`src/common/ebm_regs.vh`:
```
`ifndef EBM_REGS_VH
`define EBM_REGS_VH

// register indices on the plain register port
`define EBM_ADDR_W 4
`define EBM_REG_PB_PER 4'h0
`define EBM_REG_CLKOSEL 4'h1
`define EBM_REG_BUS_CTRL 4'h2
`define EBM_REG_PB_DDR 4'h3
`define EBM_REG_PB_DOUT 4'h4
`define EBM_REG_PB_PUR 4'h5
`define EBM_REG_PB_PIN 4'h6
`define EBM_REG_PF_PER 4'h7
`define EBM_REG_PF_DDR 4'h8
`define EBM_REG_PF_DOUT 4'h9
`define EBM_REG_PF_PUR 4'ha
`define EBM_REG_PF_PIN 4'hb

// field positions
`define EBM_BUS_DRV_BIT 0
`define EBM_PB_LO 4
`define EBM_PB_HI 7
`define EBM_PF_LO 9
`define EBM_PF_HI 15

// reset values
`define EBM_PB_PER_RST 16'h0000
`define EBM_PF_PER_RST 16'hfe00
`define EBM_CLKOSEL_RST 16'h0000
`define EBM_BUS_CTRL_RST 16'h0000
`define EBM_PUR_RST 16'hffff
`define EBM_ZERO16 16'h0000

`endif

```
`src/verilog/ebm_pin_cell.v`:
```
`timescale 1ns/10ps
`default_nettype none

// one shared pin: gpio or peripheral, purely combinational
module ebm_pin_cell (
    input wire per_en,
    input wire gpio_dir,
    input wire gpio_out,
    input wire per_out,
    input wire per_oe,
    output wire pin_o,
    output wire pin_oe
);
    // peripheral enable takes the pin away from gpio
    assign pin_o = per_en ? per_out : gpio_out;
    assign pin_oe = per_en ? per_oe : gpio_dir;
endmodule

`default_nettype wire

```
`src/verilog/ebm_pin_mux.v`:
```
// The implementer's own choices: the register addresses and the plain strobed port.
`timescale 1ns/10ps
`default_nettype none
`include "ebm_regs.vh"

// What this block does
// - clock monitor: four clocks onto pins 4-7
// - port b 4-7 are gpio after reset
// - peripheral enable bit takes pin from gpio
// - clock select picks address or clock on pins 5-7, clock or nothing on pin 4
// - address mode: high address on pins 5-7
// - drive hold keeps data lines driven idle while ext_data_low_bits_write is set
// - data lines tristated in reset, bus default
// - port f pins 9-15 each input or output
// - pullup enable bit n serves port f pin n
// - port b pullup enable bit turns pullup on
module ebm_pin_mux #(
    parameter ADDR_HI_W = 3
) (
    input wire clock,
    input wire reset,
    input wire [3:0] reg_addr,
    input wire [15:0] reg_wdata,
    input wire reg_write,
    input wire reg_read,
    output reg [15:0] reg_rdata,
    input wire prescaled_clock,
    input wire system_clock_out,
    input wire system_clock_alt,
    input wire crystal_clock,
    input wire [ADDR_HI_W-1:0] ext_address_high_bits,
    input wire bus_access,
    input wire [6:0] ext_data_low_bits_out,
    input wire ext_data_low_bits_write,
    output wire [6:0] ext_data_low_bits_in,
    input wire [3:0] port_b_pin_i,
    output reg [3:0] port_b_pin_o,
    output reg [3:0] port_b_pin_oe,
    output reg [3:0] port_b_pullup,
    input wire [6:0] port_f_pin_i,
    output reg [6:0] port_f_pin_o,
    output reg [6:0] port_f_pin_oe,
    output reg [6:0] port_f_pullup
);
    // software registers
    reg [15:0] pb_per_q;
    reg [15:0] clkosel_q;
    reg [15:0] bus_ctrl_q;
    reg [15:0] pb_ddr_q;
    reg [15:0] pb_dout_q;
    reg [15:0] pb_pur_q;
    reg [15:0] pf_per_q;
    reg [15:0] pf_ddr_q;
    reg [15:0] pf_dout_q;
    reg [15:0] pf_pur_q;
    // pin input synchronisers
    reg [3:0] pb_s1_q;
    reg [3:0] pb_s2_q;
    reg [6:0] pf_s1_q;
    reg [6:0] pf_s2_q;
    // combinational pin drive
    wire [3:0] pb_o;
    wire [3:0] pb_oe;
    wire [6:0] pf_o;
    wire [6:0] pf_oe;
    reg [3:0] pb_per_out;
    reg [3:0] pb_per_oe;
    wire bus_drv;
    wire data_oe;
    reg [15:0] rd_d;

    // register writes
    always @(posedge clock) begin
        if (reset) begin
            pb_per_q <= `EBM_PB_PER_RST;
            clkosel_q <= `EBM_CLKOSEL_RST;
            bus_ctrl_q <= `EBM_BUS_CTRL_RST; // bus floats when idle
            pb_ddr_q <= `EBM_ZERO16;
            pb_dout_q <= `EBM_ZERO16;
            pb_pur_q <= `EBM_PUR_RST;
            pf_per_q <= `EBM_PF_PER_RST;
            pf_ddr_q <= `EBM_ZERO16;
            pf_dout_q <= `EBM_ZERO16;
            pf_pur_q <= `EBM_PUR_RST;
        end else if (reg_write) begin
            case (reg_addr)
                `EBM_REG_PB_PER: pb_per_q <= reg_wdata;
                `EBM_REG_CLKOSEL: clkosel_q <= reg_wdata;
                `EBM_REG_BUS_CTRL: bus_ctrl_q <= reg_wdata;
                `EBM_REG_PB_DDR: pb_ddr_q <= reg_wdata;
                `EBM_REG_PB_DOUT: pb_dout_q <= reg_wdata;
                `EBM_REG_PB_PUR: pb_pur_q <= reg_wdata;
                `EBM_REG_PF_PER: pf_per_q <= reg_wdata;
                `EBM_REG_PF_DDR: pf_ddr_q <= reg_wdata;
                `EBM_REG_PF_DOUT: pf_dout_q <= reg_wdata;
                `EBM_REG_PF_PUR: pf_pur_q <= reg_wdata;
                default: ;
            endcase
        end
    end

    // two-stage synchronisers on pin inputs
    always @(posedge clock) begin
        if (reset) begin
            pb_s1_q <= 4'h0;
            pb_s2_q <= 4'h0;
            pf_s1_q <= 7'h00;
            pf_s2_q <= 7'h00;
        end else begin
            pb_s1_q <= port_b_pin_i;
            pb_s2_q <= pb_s1_q;
            pf_s1_q <= port_f_pin_i;
            pf_s2_q <= pf_s1_q;
        end
    end

    // peripheral source per port b pin: clock monitor, or address on pins 5-7 only
    always @* begin
        pb_per_out = 4'h0;
        pb_per_oe = 4'h0;
        if (clkosel_q[`EBM_PB_LO]) begin
            pb_per_out[0] = prescaled_clock;
            pb_per_oe[0] = 1'b1;
        end
        if (clkosel_q[`EBM_PB_LO+1]) begin
            pb_per_out[1] = system_clock_out;
            pb_per_oe[1] = 1'b1;
        end else begin
            pb_per_out[1] = ext_address_high_bits[0];
            pb_per_oe[1] = data_oe;
        end
        if (clkosel_q[`EBM_PB_LO+2]) begin
            pb_per_out[2] = system_clock_alt;
            pb_per_oe[2] = 1'b1;
        end else begin
            pb_per_out[2] = ext_address_high_bits[1];
            pb_per_oe[2] = data_oe;
        end
        if (clkosel_q[`EBM_PB_HI]) begin
            pb_per_out[3] = crystal_clock;
            pb_per_oe[3] = 1'b1;
        end else begin
            pb_per_out[3] = ext_address_high_bits[ADDR_HI_W-1];
            pb_per_oe[3] = data_oe;
        end
    end

    // address and data lines float when idle unless drive hold set
    assign bus_drv = bus_ctrl_q[`EBM_BUS_DRV_BIT];
    assign data_oe = bus_access | bus_drv;

    // one cell per shared pin, no register in the cell
    genvar gi;
    generate
        for (gi = 0; gi < 4; gi = gi + 1) begin : g_pb
            ebm_pin_cell u_cell (
                .per_en(pb_per_q[`EBM_PB_LO+gi]),
                .gpio_dir(pb_ddr_q[`EBM_PB_LO+gi]),
                .gpio_out(pb_dout_q[`EBM_PB_LO+gi]),
                .per_out(pb_per_out[gi]),
                .per_oe(pb_per_oe[gi]),
                .pin_o(pb_o[gi]),
                .pin_oe(pb_oe[gi])
            );
        end
        for (gi = 0; gi < 7; gi = gi + 1) begin : g_pf
            ebm_pin_cell u_cell (
                .per_en(pf_per_q[`EBM_PF_LO+gi]),
                .gpio_dir(pf_ddr_q[`EBM_PF_LO+gi]),
                .gpio_out(pf_dout_q[`EBM_PF_LO+gi]),
                .per_out(ext_data_low_bits_out[gi]),
                .per_oe(ext_data_low_bits_write & data_oe),
                .pin_o(pf_o[gi]),
                .pin_oe(pf_oe[gi])
            );
        end
    endgenerate

    // pin outputs registered; enables forced off during reset
    always @(posedge clock) begin
        if (reset) begin
            port_b_pin_o <= 4'h0;
            port_b_pin_oe <= 4'h0;
            port_f_pin_o <= 7'h00;
            port_f_pin_oe <= 7'h00;
            port_b_pullup <= 4'hf;
            port_f_pullup <= 7'h7f;
        end else begin
            port_b_pin_o <= pb_o;
            port_b_pin_oe <= pb_oe;
            port_f_pin_o <= pf_o;
            port_f_pin_oe <= pf_oe;
            port_b_pullup <= pb_pur_q[`EBM_PB_HI:`EBM_PB_LO];
            port_f_pullup <= pf_pur_q[`EBM_PF_HI:`EBM_PF_LO];
        end
    end

    // data bus input view of the low data pins
    assign ext_data_low_bits_in = pf_s2_q;

    // read mux
    always @* begin
        case (reg_addr)
            `EBM_REG_PB_PER: rd_d = pb_per_q;
            `EBM_REG_CLKOSEL: rd_d = clkosel_q;
            `EBM_REG_BUS_CTRL: rd_d = bus_ctrl_q;
            `EBM_REG_PB_DDR: rd_d = pb_ddr_q;
            `EBM_REG_PB_DOUT: rd_d = pb_dout_q;
            `EBM_REG_PB_PUR: rd_d = pb_pur_q;
            `EBM_REG_PB_PIN: rd_d = {8'h00, pb_s2_q, 4'h0};
            `EBM_REG_PF_PER: rd_d = pf_per_q;
            `EBM_REG_PF_DDR: rd_d = pf_ddr_q;
            `EBM_REG_PF_DOUT: rd_d = pf_dout_q;
            `EBM_REG_PF_PUR: rd_d = pf_pur_q;
            `EBM_REG_PF_PIN: rd_d = {pf_s2_q, 9'h000};
            default: rd_d = 16'h0000;
        endcase
    end

    // read data valid the cycle after the strobe only
    always @(posedge clock) begin
        if (reset) begin
            reg_rdata <= 16'h0000;
        end else if (reg_read) begin
            reg_rdata <= rd_d;
        end else begin
            reg_rdata <= 16'h0000;
        end
    end
endmodule

`default_nettype wire

```
`config.mk`:
```
export PLATFORM = sky130hd
export DESIGN_NAME = ebm_pin_mux
export DESIGN_NICKNAME = d
export VERILOG_FILES = /design/src/verilog/ebm_pin_cell.v /design/src/verilog/ebm_pin_mux.v
export VERILOG_INCLUDE_DIRS = /design/src /design/src/common
export SDC_FILE = /design/constraint.sdc
export NUM_CORES = 1
export LEC_CHECK = 0
export BUFFER_PORTS_ARGS = -buffer_cell sky130_fd_sc_hd__buf_2
export CORE_MARGIN = 5
export CORE_UTILIZATION = 35
export DETAILED_ROUTE_END_ITERATION = 7
export HOLD_SLACK_MARGIN = 0.15
export PLACE_DENSITY = 0.64
export SYNTH_ARGS = -nofsm -noshare
export SYNTH_HDL_FRONTEND = slang
export SYNTH_SLANG_ARGS = --single-unit
```
`constraint.sdc`:
```
create_clock -name clock -period 1.7 [get_ports clock]
set_input_delay 0.17 -clock clock [delete_from_list [all_inputs] [get_ports clock]]
set_output_delay 0.17 -clock clock [all_outputs]
set_load 0.02 [all_outputs]
```
==> flow_summary.toml, run 1 <==
[floorplanning]
core_area_mm2 = 0.02665
starting_density_of_the_core = 0.3517
die_height_um = 173.7
pin_count = 107
die_area_mm2 = 0.03016
rows = 60
die_x_um = 173.7

[hold_path]
hold_depth = 5
timing.hold.worst.class = "input pin to flop"
hold_end = "port_f_pin_oe[6]"
hp-start = "ext_data_low_bits_write"

[clocking]
cts_inserted_buffers = 25
clk_transition_reported_paths_ps = 60
clock_insertion_delay_worst_skew_ps = 530
clk_sink_count = 231
cts_htree_levels = 1
clock_tree.buffer_depth = 3
root_buffer = "clkbuf_16"
tritoncts = "yes"

[setup_path]
worst-r2r-setup-slack_ps = 230
cp_data_arrival_time_ps = 2060
timing.critical_path.slowest_cell_delay_ps = 560
cp-end-kind = "flop"
worst-path-buf-inv = 5
worstPathMaxFanout = 10
crit_family = "buffers and inverters"
reg2reg_to = "reg_rdata[7]"
r2r_start = "clkosel_q[7]"
timing.critical_path.cells = "buf_2 -> buf_4 -> nor4_4 -> buf_6 -> and2_1 -> buf_12 -> nand2_1 -> a21oi_1 -> dlygate4sd3_1"
worst-setup-path-type = "input pin to flop"
timing.critical_path.required_ps = 2180
start_kind = "input pin"
r2r_cells = 4
crit_slowest_cell = "dlygate4sd3_1"

[drt]
ratio_of_routed_vias_to_standard_cells = 5.252
average_wire_per_cell_in_the_routed_design_um = 19.93
post-route-drc-count = 0
drt-total-wl_um = 32770
firstDrtPassIters = 6
drtIter0Drc = 865
num_vias = 8634
ant_nets = 0

[timing]
timing.final.crit_share = 0.9340
final-max-slew-violation-count = 0
fmaxAchievable_mhz = 629.8
final-hold-violation-count = 0
timing.hold.ws_ps = 215.7
grt_setup_unrepaired = "no"
relSlewSlack = 0.6727
fin_tns_setup_ps = 0
final.min_clock_period_ps = 1588
setup-violations-final = 0
fin_worst_skew_ps = 22.94
tightest_pin_transition_ps = 477.3

[logic_synthesis]
synth_sequential_area_ratio = 0.4933
async_reset_ff_frac = 0
synth.top_cell.area_share = 0.4933
largest_area_contributor_in_the_netlist = "dfxtp_1"
mappedNetlistNets = 1159
synth_edf_count = 0
post-synth-top-count-cell = "nand2_1"
synthTopCellsByCount = "nand2_1 (342), dfxtp_1 (231), a21oi_1 (129)"
synthesis.instances = 1108
yosys-top-cells-area = "dfxtp_1 (49%), nand2_1 (14%), a21oi_1 (6.9%)"
postSynth.topFlopCell = "dfxtp_1"
ys_ff_latch = 231
yosys.cell_types.count = 49
synthesis.area_per_instance_um2 = 8.460
synth.yosys.warnings = 0
synthesized_area_mm2 = 0.009374

[grt]
grt_antenna_before_repair = 0
wire_length_of_the_first_global_routing_pass_um = 50180
gr-total-overflow = 0
grt_start_max_net_pins = 70
grt.total_usage = 0.2091
via_count_of_the_first_global_routing_pass = 8372

[place]
placed_area_mm2 = 0.01074
place_congestion = 0.9317
placedCellCount = 1547
io_buffers = 106
post-dp-hpwl_um = 22790

[flow_run]
timing.max_cap.violations = 0

[cells_and_area]
finish.instance_area_mm2 = 0.01220
nNetsFinal = 1335
antenna-diode-count = 0
final-instance-count-excl-fill = 1644
areaGrowthSynthToFinish_pct = 30.14
drive_above_1_share = 0.2057
final.fill_count = 2525

[power_and_ir_drop]
overall_power_mw = 12.78
p_sw_frac = 0.2295
power.ir.vdd_worst_uv = 662.8
p_leak_nw = 4.832
internal_power_mw = 9.843
power_share_of_the_combinational_group = 0.080
net-switching-power_mw = 2.932
clock_power_share = 0.482
power_per_cell_area_mw_per_mm2 = 1047
p_seq_frac = 0.438

[status]
outcome = "finished, final reports clean"
## metrics by stage
| step | util | worst slack, ps |
|---|---|---|
| after floorplan | - | 141.0 |
| after global placement | 0.4029 | -119.6 |
| after detailed placement | 0.4029 | -146.6 |
| after CTS | 0.4576 | 125.5 |
| after global routing | 0.4577 | 4.788 |
| final | 0.4577 | 112.1 |
## flip-flops by register name (all words and copies together) (netlist names), 16 cells and up
signal,count
bus_ctrl_q,16
pb_pur_q,16
pf_dout_q,16
pb_ddr_q,16
reg_rdata,16
clkosel_q,16
pf_per_q,16
pb_dout_q,16
pf_ddr_q,16
pb_per_q,16
pf_pur_q,16
## power groups by stage
stage / registers [mW] / logic [mW] / clock network (mW)
3_5_place_dp: 5.71 / 0.918 / 0
6_report: 5.59 / 1.02 / 6.16
4_1_cts: 5.59 / 1.01 / 6.23
3_3_place_gp: 5.71 / 0.912 / 0
2_1_floorplan: 5.73 / 0.487 / 0
5_1_grt: 5.60 / 1.09 / 6.47
## routing by layer
layer / global-route usage / part of all wire
met4: 0.06302 / 0.027
met1: 0.2899 / 0.43
met3: 0.03708 / 0.085
met2: 0.3344 / 0.46
met5: 0 / 0
## how the worst max path moves through the flow
stage / start / endpoint / depth (start not counted)
2_1_floorplan: reg_addr[3] / pf_dout_q[10] / 8
3_3_place_gp: reg_addr[3] / reg_rdata[4] / 7
3_5_place_dp: reg_addr[3] / reg_rdata[4] / 7
4_1_cts: reg_addr[0] / pb_per_q[7] / 9
5_1_grt: reg_addr[0] / pb_per_q[7] / 9
6_report: reg_addr[0] / pb_per_q[7] / 9
## worst min-delay path, cell delays in order
cell,delay (ps)
buf_2,80
o21a_1,100
buf_4,190
mux2i_1,90
nor2_1,70
## cells by family after synthesis
kind of cell,count (synthesis),synth area share
AOI/OAI and AO/OA,232,0.1578
muxes,35,0.03817
and+or+nand+nor,507,0.2572
buffers and inverters,103,0.05352
DFF,231,0.4933
## final cells by class
cell class / count / area, um^2 / share of cell area
clock buffers: 34 / 719.4 / 0.05897
repair buffers: 249 / 1929 / 0.1582
well taps: 341 / 426.7 / 0.03497
multi-input cells: 774 / 4260 / 0.3492
clock inverters: 12 / 227.7 / 0.01867
inverters: 3 / 11.26 / 0.0009231
flip-flops and latches: 231 / 4624 / 0.3791
## placed cells by master, fill, tap and decap left out, types with 11 or more instances in the layout
cell type	count
a31oi_1	16
or2_2	14
a22o_1	21
a21oi_1	129
buf_4	76
a221oi_1	12
dfxtp_1	231
nand3b_1	46
nor2b_1	29
nand2_1	342
and2_1	12
buf_12	15
clkbuf_16	25
nor2_1	26
dlygate4sd3_1	51
a22oi_1	11
buf_2	105
mux2i_1	29
## timing repair
action	4_1_cts	5_1_grt
hold buffers	51	0
gates resized for setup	0	1
hold endpoints to repair	201	0
buffers inserted	0	0
endpoints found under the setup margin	0	1
Power figures use the tool's default switching activity.
==> inputs of run 2 (changes only) <==
--- a/config.mk
+++ b/config.mk
@@ -7,11 +7,13 @@
 export NUM_CORES = 1
 export LEC_CHECK = 0
 export BUFFER_PORTS_ARGS = -buffer_cell sky130_fd_sc_hd__buf_2
+export CELL_PAD_IN_SITES_DETAIL_PLACEMENT = 1
+export CELL_PAD_IN_SITES_GLOBAL_PLACEMENT = 1
 export CORE_MARGIN = 5
 export CORE_UTILIZATION = 35
 export DETAILED_ROUTE_END_ITERATION = 7
 export HOLD_SLACK_MARGIN = 0.15
-export PLACE_DENSITY = 0.64
+export PLACE_DENSITY = 0.78
 export SYNTH_ARGS = -nofsm -noshare
 export SYNTH_HDL_FRONTEND = slang
 export SYNTH_SLANG_ARGS = --single-unit
==> run 2 against run 1 <==
Register-to-register slack hardly changed. Critical path depth down 6. Clock-buffer cell count down 1. Die area stayed put. Largest power group unchanged.
==> flow_summary.toml, run 2 (same netlist as run 1, synthesis figures left out) <==
[cells_and_area]
seq_cell_area_mm2 = 0.004624
multi_input_comb_area_mm2 = 0.004260
nNetsFinal = 1344
antenna-diode-count = 0
finish.instance_area_mm2 = 0.01224
areaGrowthSynthToFinish_pct = 30.61
drive_above_1_share = 0.2142
mostFrequentLayoutCells = "nand2_1 (342), dfxtp_1 (231), a21oi_1 (129)"
final.fill_count = 3111
postLayoutCoreUtil = 0.4594
most_frequent_standard_cell_in_the_layout_excluding_fill_and_tap_cells = "nand2_1"

[clocking]
cts_inserted_buffers = 25
tritoncts = "yes"
cts_htree_levels = 1
clk_sink_count = 231
clock_insertion_delay_worst_skew_ps = 530
clk_transition_reported_paths_ps = 60
clock_tree.buffer_depth = 3
root_buffer = "clkbuf_16"
post_cts.repair.setup_buffers = 0

[grt]
grt.total_usage = 0.2431
grtUsageMet1 = 0.2967
wire_length_of_the_first_global_routing_pass_um = 57650
grt_antenna_before_repair = 1
grt_start_max_net_pins = 58
grt.busiest_layer = "met2"
via_count_of_the_first_global_routing_pass = 9703
gr-total-overflow = 0
grt_use_met2 = 0.4146
grtUsageMet3 = 0.04406

[floorplanning]
die_x_um = 173.7
starting_density_of_the_core = 0.3517
pin_count = 107
rows = 60
die_area_mm2 = 0.03016
die_height_um = 173.7
core_area_mm2 = 0.02665

[setup_path]
cp-end-kind = "flop"
start_kind = "flop"
crit_slowest_cell = "dlygate4sd3_1"
timing.critical_path.cells = "mux2i_1 -> dlygate4sd3_1 -> a211oi_1"
worst-setup-path-type = "flop to flop"
timing.critical_path.required_ps = 2120
cp_data_arrival_time_ps = 1900
timing.critical_path.slowest_cell_delay_ps = 560
worstPathMaxFanout = 4

[place]
placed_area_mm2 = 0.01082
io_buffers = 106
post-place-ws_ps = -65.71
place_congestion = 0.9490
post-dp-hpwl_um = 25330

[timing]
final-hold-violation-count = 0
grt_setup_unrepaired = "no"
setup_slack_ps = 225.0
setup-violations-final = 0
tightest_pin_transition_ps = 562.7
fin_worst_skew_ps = 16.20
final.min_clock_period_ps = 1475
final-max-slew-violation-count = 0
fmaxAchievable_mhz = 678.0
timing.final.crit_share = 0.8677
relSlewSlack = 0.6141
fin_tns_setup_ps = 0

[drt]
ant_nets = 0
drtIter0Drc = 921
num_vias = 9149
drt-total-wl_um = 37710
ratio_of_routed_vias_to_standard_cells = 5.535
post-route-drc-count = 0
average_wire_per_cell_in_the_routed_design_um = 22.81
firstDrtPassIters = 8

[hold_path]
timing.hold.worst.class = "input pin to flop"

[status]
outcome = "finished, final reports clean"

[power_and_ir_drop]
power.ir.vdd_worst_uv = 647.4
power_per_cell_area_mw_per_mm2 = 1045
p_leak_nw = 4.874

[flow_run]
timing.max_cap.violations = 0
## run 2: changes by cell type in the layout (fill, tap and decap cells not counted), sizes merged
cell	change
dlygate4sd3	-2
clkinvlp	+1
inv	-1
clkbuf	-1
clkinv	+2
bufinv	-1
buf	+11
## run 2: report_power, final
part           internal, mW  switching [mW]  total, mW
Sequential             5.52          0.0747       5.60
Combinational         0.444           0.629       1.07
Clock                  3.77            2.35       6.12
Total                  9.74            3.05       12.8
## run 2: worst max-delay path: cells and delay by family, from the launching register on
family | cells | cell delay [ps]
flops | 1 | 430
mux | 1 | 100
compound gates | 1 | 280
buf+inv | 1 | 560
## run 2: routing by layer
metal,vias to the layer above,part of all wire
li1,4128,-
met1,4482,0.39
met2,406,0.48
met3,131,0.079
met4,2,0.051
met5,-,0.00053
## run 2: layout make-up
class	instances	area share
Timing Repair Buffer	258	0.1624
Clock buffer	33	0.05927
Multi-Input combinational cell	774	0.3480
Tap cell	341	0.03485
Clock inverter	13	0.01686
Sequential cell	231	0.3777
Inverter	3	0.0009198
## run 2: what timing repair did
| action | in CTS | in global routing |
|---|---|---|
| hold buffers | 49 | 0 |
| resized for setup | 0 | 0 |
| hold endpoints to repair | 201 | 0 |
## run 2: worst paths after layout
kind / end / cells after the start / slack, ps / from
hold reg to reg: pb_s2_q[1] / 1 / 440 / pb_s1_q[1]
setup / recovery: port_b_pin_o[1] / 3 / 220 / clkosel_q[5]
setup reg to reg: port_b_pin_o[1] / 3 / 220 / clkosel_q[5]
hold / removal: port_f_pin_oe[4] / 5 / 240 / ext_data_low_bits_write
## run 2: metrics by stage
step                cells  hold WS (ps)  power [mW]
detailed placement   1558         386.4       6.659
floorplan            1108         298.2       6.219
CTS                  1653         224.6       12.82
finish               1653         238.6       12.79
global placement     1558         378.5       6.639
global route         1653         274.9       13.15
==> inputs of run 3 (changes only) <==
--- a/config.mk
+++ b/config.mk
@@ -9,11 +9,12 @@
 export BUFFER_PORTS_ARGS = -buffer_cell sky130_fd_sc_hd__buf_2
 export CELL_PAD_IN_SITES_DETAIL_PLACEMENT = 1
 export CELL_PAD_IN_SITES_GLOBAL_PLACEMENT = 1
+export CORE_ASPECT_RATIO = 1.75
 export CORE_MARGIN = 5
 export CORE_UTILIZATION = 35
 export DETAILED_ROUTE_END_ITERATION = 7
 export HOLD_SLACK_MARGIN = 0.15
-export PLACE_DENSITY = 0.78
+export PLACE_DENSITY = 0.8
 export SYNTH_ARGS = -nofsm -noshare
 export SYNTH_HDL_FRONTEND = slang
 export SYNTH_SLANG_ARGS = --single-unit
==> constraint.sdc (replaced) <==
create_clock -name clock -period 1.3 [get_ports clock]
set_input_delay 0.13 -clock clock [delete_from_list [all_inputs] [get_ports clock]]
set_output_delay 0.13 -clock clock [all_outputs]
set_load 0.02 [all_outputs]
==> run 3 against run 2 <==
Highest routed layer is now met4. Sequential power up 31%. Critical path type is now input pin to flop. The run now ends with setup timing left. Critical endpoint is now reg_rdata[15]. Largest power group is now registers. Final area grew 4.3%. Clock-buffer cell count is 1 higher.
==> flow_summary.toml, run 3 (same netlist as run 1, synthesis figures left out) <==
[cells_and_area]
areaGrowthSynthToFinish_pct = 36.17
seq_cell_area_mm2 = 0.004629
multi_input_comb_area_mm2 = 0.004339
antenna-diode-count = 0
final.fill_count = 3129
final-instance-count-excl-fill = 1705
most_frequent_standard_cell_in_the_layout_excluding_fill_and_tap_cells = "nand2_1"
drive_above_1_share = 0.2448
nNetsFinal = 1418
finish.instance_area_mm2 = 0.01276
mostFrequentLayoutCells = "nand2_1 (338), dfxtp_1 (227), buf_4 (134)"

[timing]
timing.hold.ws_ps = 105.7
relSlewSlack = 0.5192
fmaxAchievable_mhz = 759.2
final-hold-violation-count = 0
setup-violations-final = 4
grt_setup_unrepaired = "yes"
timing.final.crit_share = 1.013
tightest_pin_transition_ps = 718.8
final-max-slew-violation-count = 0
fin_worst_skew_ps = 11.34
final.min_clock_period_ps = 1317
fin_tns_setup_ps = -51.40
setup_slack_ps = -17.10

[floorplanning]
starting_density_of_the_core = 0.3539
rows = 79
die_area_mm2 = 0.03028
die_x_um = 133.7
pin_count = 107
core_area_mm2 = 0.02649
die_height_um = 226.5

[clocking]
tritoncts = "yes"
cts_inserted_buffers = 23
clk_transition_reported_paths_ps = 60
clock_insertion_delay_worst_skew_ps = 530
cts_htree_levels = 1
clock_tree.buffer_depth = 3
clk_sink_count = 231
root_buffer = "clkbuf_16"

[drt]
average_wire_per_cell_in_the_routed_design_um = 24.72
ant_nets = 0
drt-total-wl_um = 42150
wl_met3_um = 1656
num_vias = 9461
met1_length_um = 14810
ratio_of_routed_vias_to_standard_cells = 5.549
drtIter0Drc = 811
topRoutingLayerUsed = "met4"
firstDrtPassIters = 6
post-route-drc-count = 0
routed-wl-met2_um = 22680

[setup_path]
cp-end-kind = "flop"
r2r_cells = 4
worst-setup-path-type = "input pin to flop"
crit_slowest_cell = "dlygate4sd3_1"
worstPathMaxFanout = 6
reg2reg_to = "reg_rdata[14]"
cp_data_arrival_time_ps = 1760
r2r_start = "bus_ctrl_q[14]"
timing.critical_path.cells = "buf_6 -> dlygate4sd3_1 -> nand3b_1 -> buf_6 -> buf_4 -> buf_4 -> a21oi_1"
timing.critical_path.slowest_cell_delay_ps = 670
timing.critical_path.required_ps = 1750
start_kind = "input pin"
worst-r2r-setup-slack_ps = -10

[power_and_ir_drop]
p_seq_frac = 0.477
clock_power_share = 0.418
p_sw_frac = 0.2500
p_leak_nw = 5.204
power_share_of_the_combinational_group = 0.105
internal_power_mw = 11.52
net-switching-power_mw = 3.839
power_per_cell_area_mw_per_mm2 = 1203
overall_power_mw = 15.36
power.ir.vdd_worst_uv = 813.9

[hold_path]
hold_end = "pb_per_q[6]"
timing.hold.worst.class = "input pin to flop"
hold_depth = 3
hp-start = "reset"

[place]
io_buffers = 106
placedCellCount = 1591
place_congestion = 0.9775
placed_area_mm2 = 0.01127
post-dp-hpwl_um = 28670

[grt]
gr-total-overflow = 0
grt_start_max_net_pins = 77
grt.total_usage = 0.2671
grt_antenna_before_repair = 0
via_count_of_the_first_global_routing_pass = 10010
wire_length_of_the_first_global_routing_pass_um = 61110

[status]
violations = "setup timing"
outcome = "finished, violations left"

[flow_run]
timing.max_cap.violations = 0
[run 3: worst max-delay path: cells and delay by family]
| family | cells | cell delay [ps] |
|---|---|---|
| AOI/OAI and AO/OA | 1 | 150 |
| buffers and inverters | 5 | 1230 |
| and+or+nand+nor | 1 | 240 |
[run 3: layout make-up]
class | count | share of cell area
clock inverters | 5 | 0.004509
flip-flops and latches | 231 | 0.3627
inverters | 3 | 0.0008822
multi-input cells | 774 | 0.3399
repair buffers | 334 | 0.2104
clock buffers | 34 | 0.04989
well taps | 324 | 0.03176
[run 3: stage by stage]
step	worst slack, ps	utilization
floorplan	-57.92	-
global placement	-425.7	0.4254
detailed placement	-414.6	0.4254
CTS	-28.36	0.4770
global route	-93.69	0.4819
finish	-17.10	0.4819
[run 3: what timing repair did]
action | 4_1_cts | 5_1_grt
buffers inserted | 0 | 2
hold buffers | 66 | 8
resized for setup | 3 | 12
pin swaps | 0 | 3
hold endpoints to repair | 217 | 35
endpoints found under the setup margin | 5 | 6
[run 3: how the worst max path moves through the flow]
stage                     cells past startpoint            end            from
after floorplan                               7  clkosel_q[10]     reg_addr[3]
after global placement                        7   reg_rdata[6]     reg_addr[1]
after detailed placement                      7   reg_rdata[1]     reg_addr[1]
after CTS                                     4  reg_rdata[14]  bus_ctrl_q[14]
after global routing                          8   pf_per_q[11]     reg_addr[1]
final                                         7  reg_rdata[15]           reset
[run 3: power groups by stage]
stage	clock network [mW]	registers, mW	logic (mW)
finish	6.42	7.32	1.61
global route	6.79	7.33	1.70
CTS	6.51	7.32	1.53
detailed placement	0	7.47	1.37
global placement	0	7.47	1.34
floorplan	0	7.50	0.673
[run 3: routing by layer]
metal  global-route usage  vias up
li1                     -     4278
met4               0.1714        0
met2               0.5123      345
met1               0.2687     4690
met3              0.03153      148
met5                    0        -
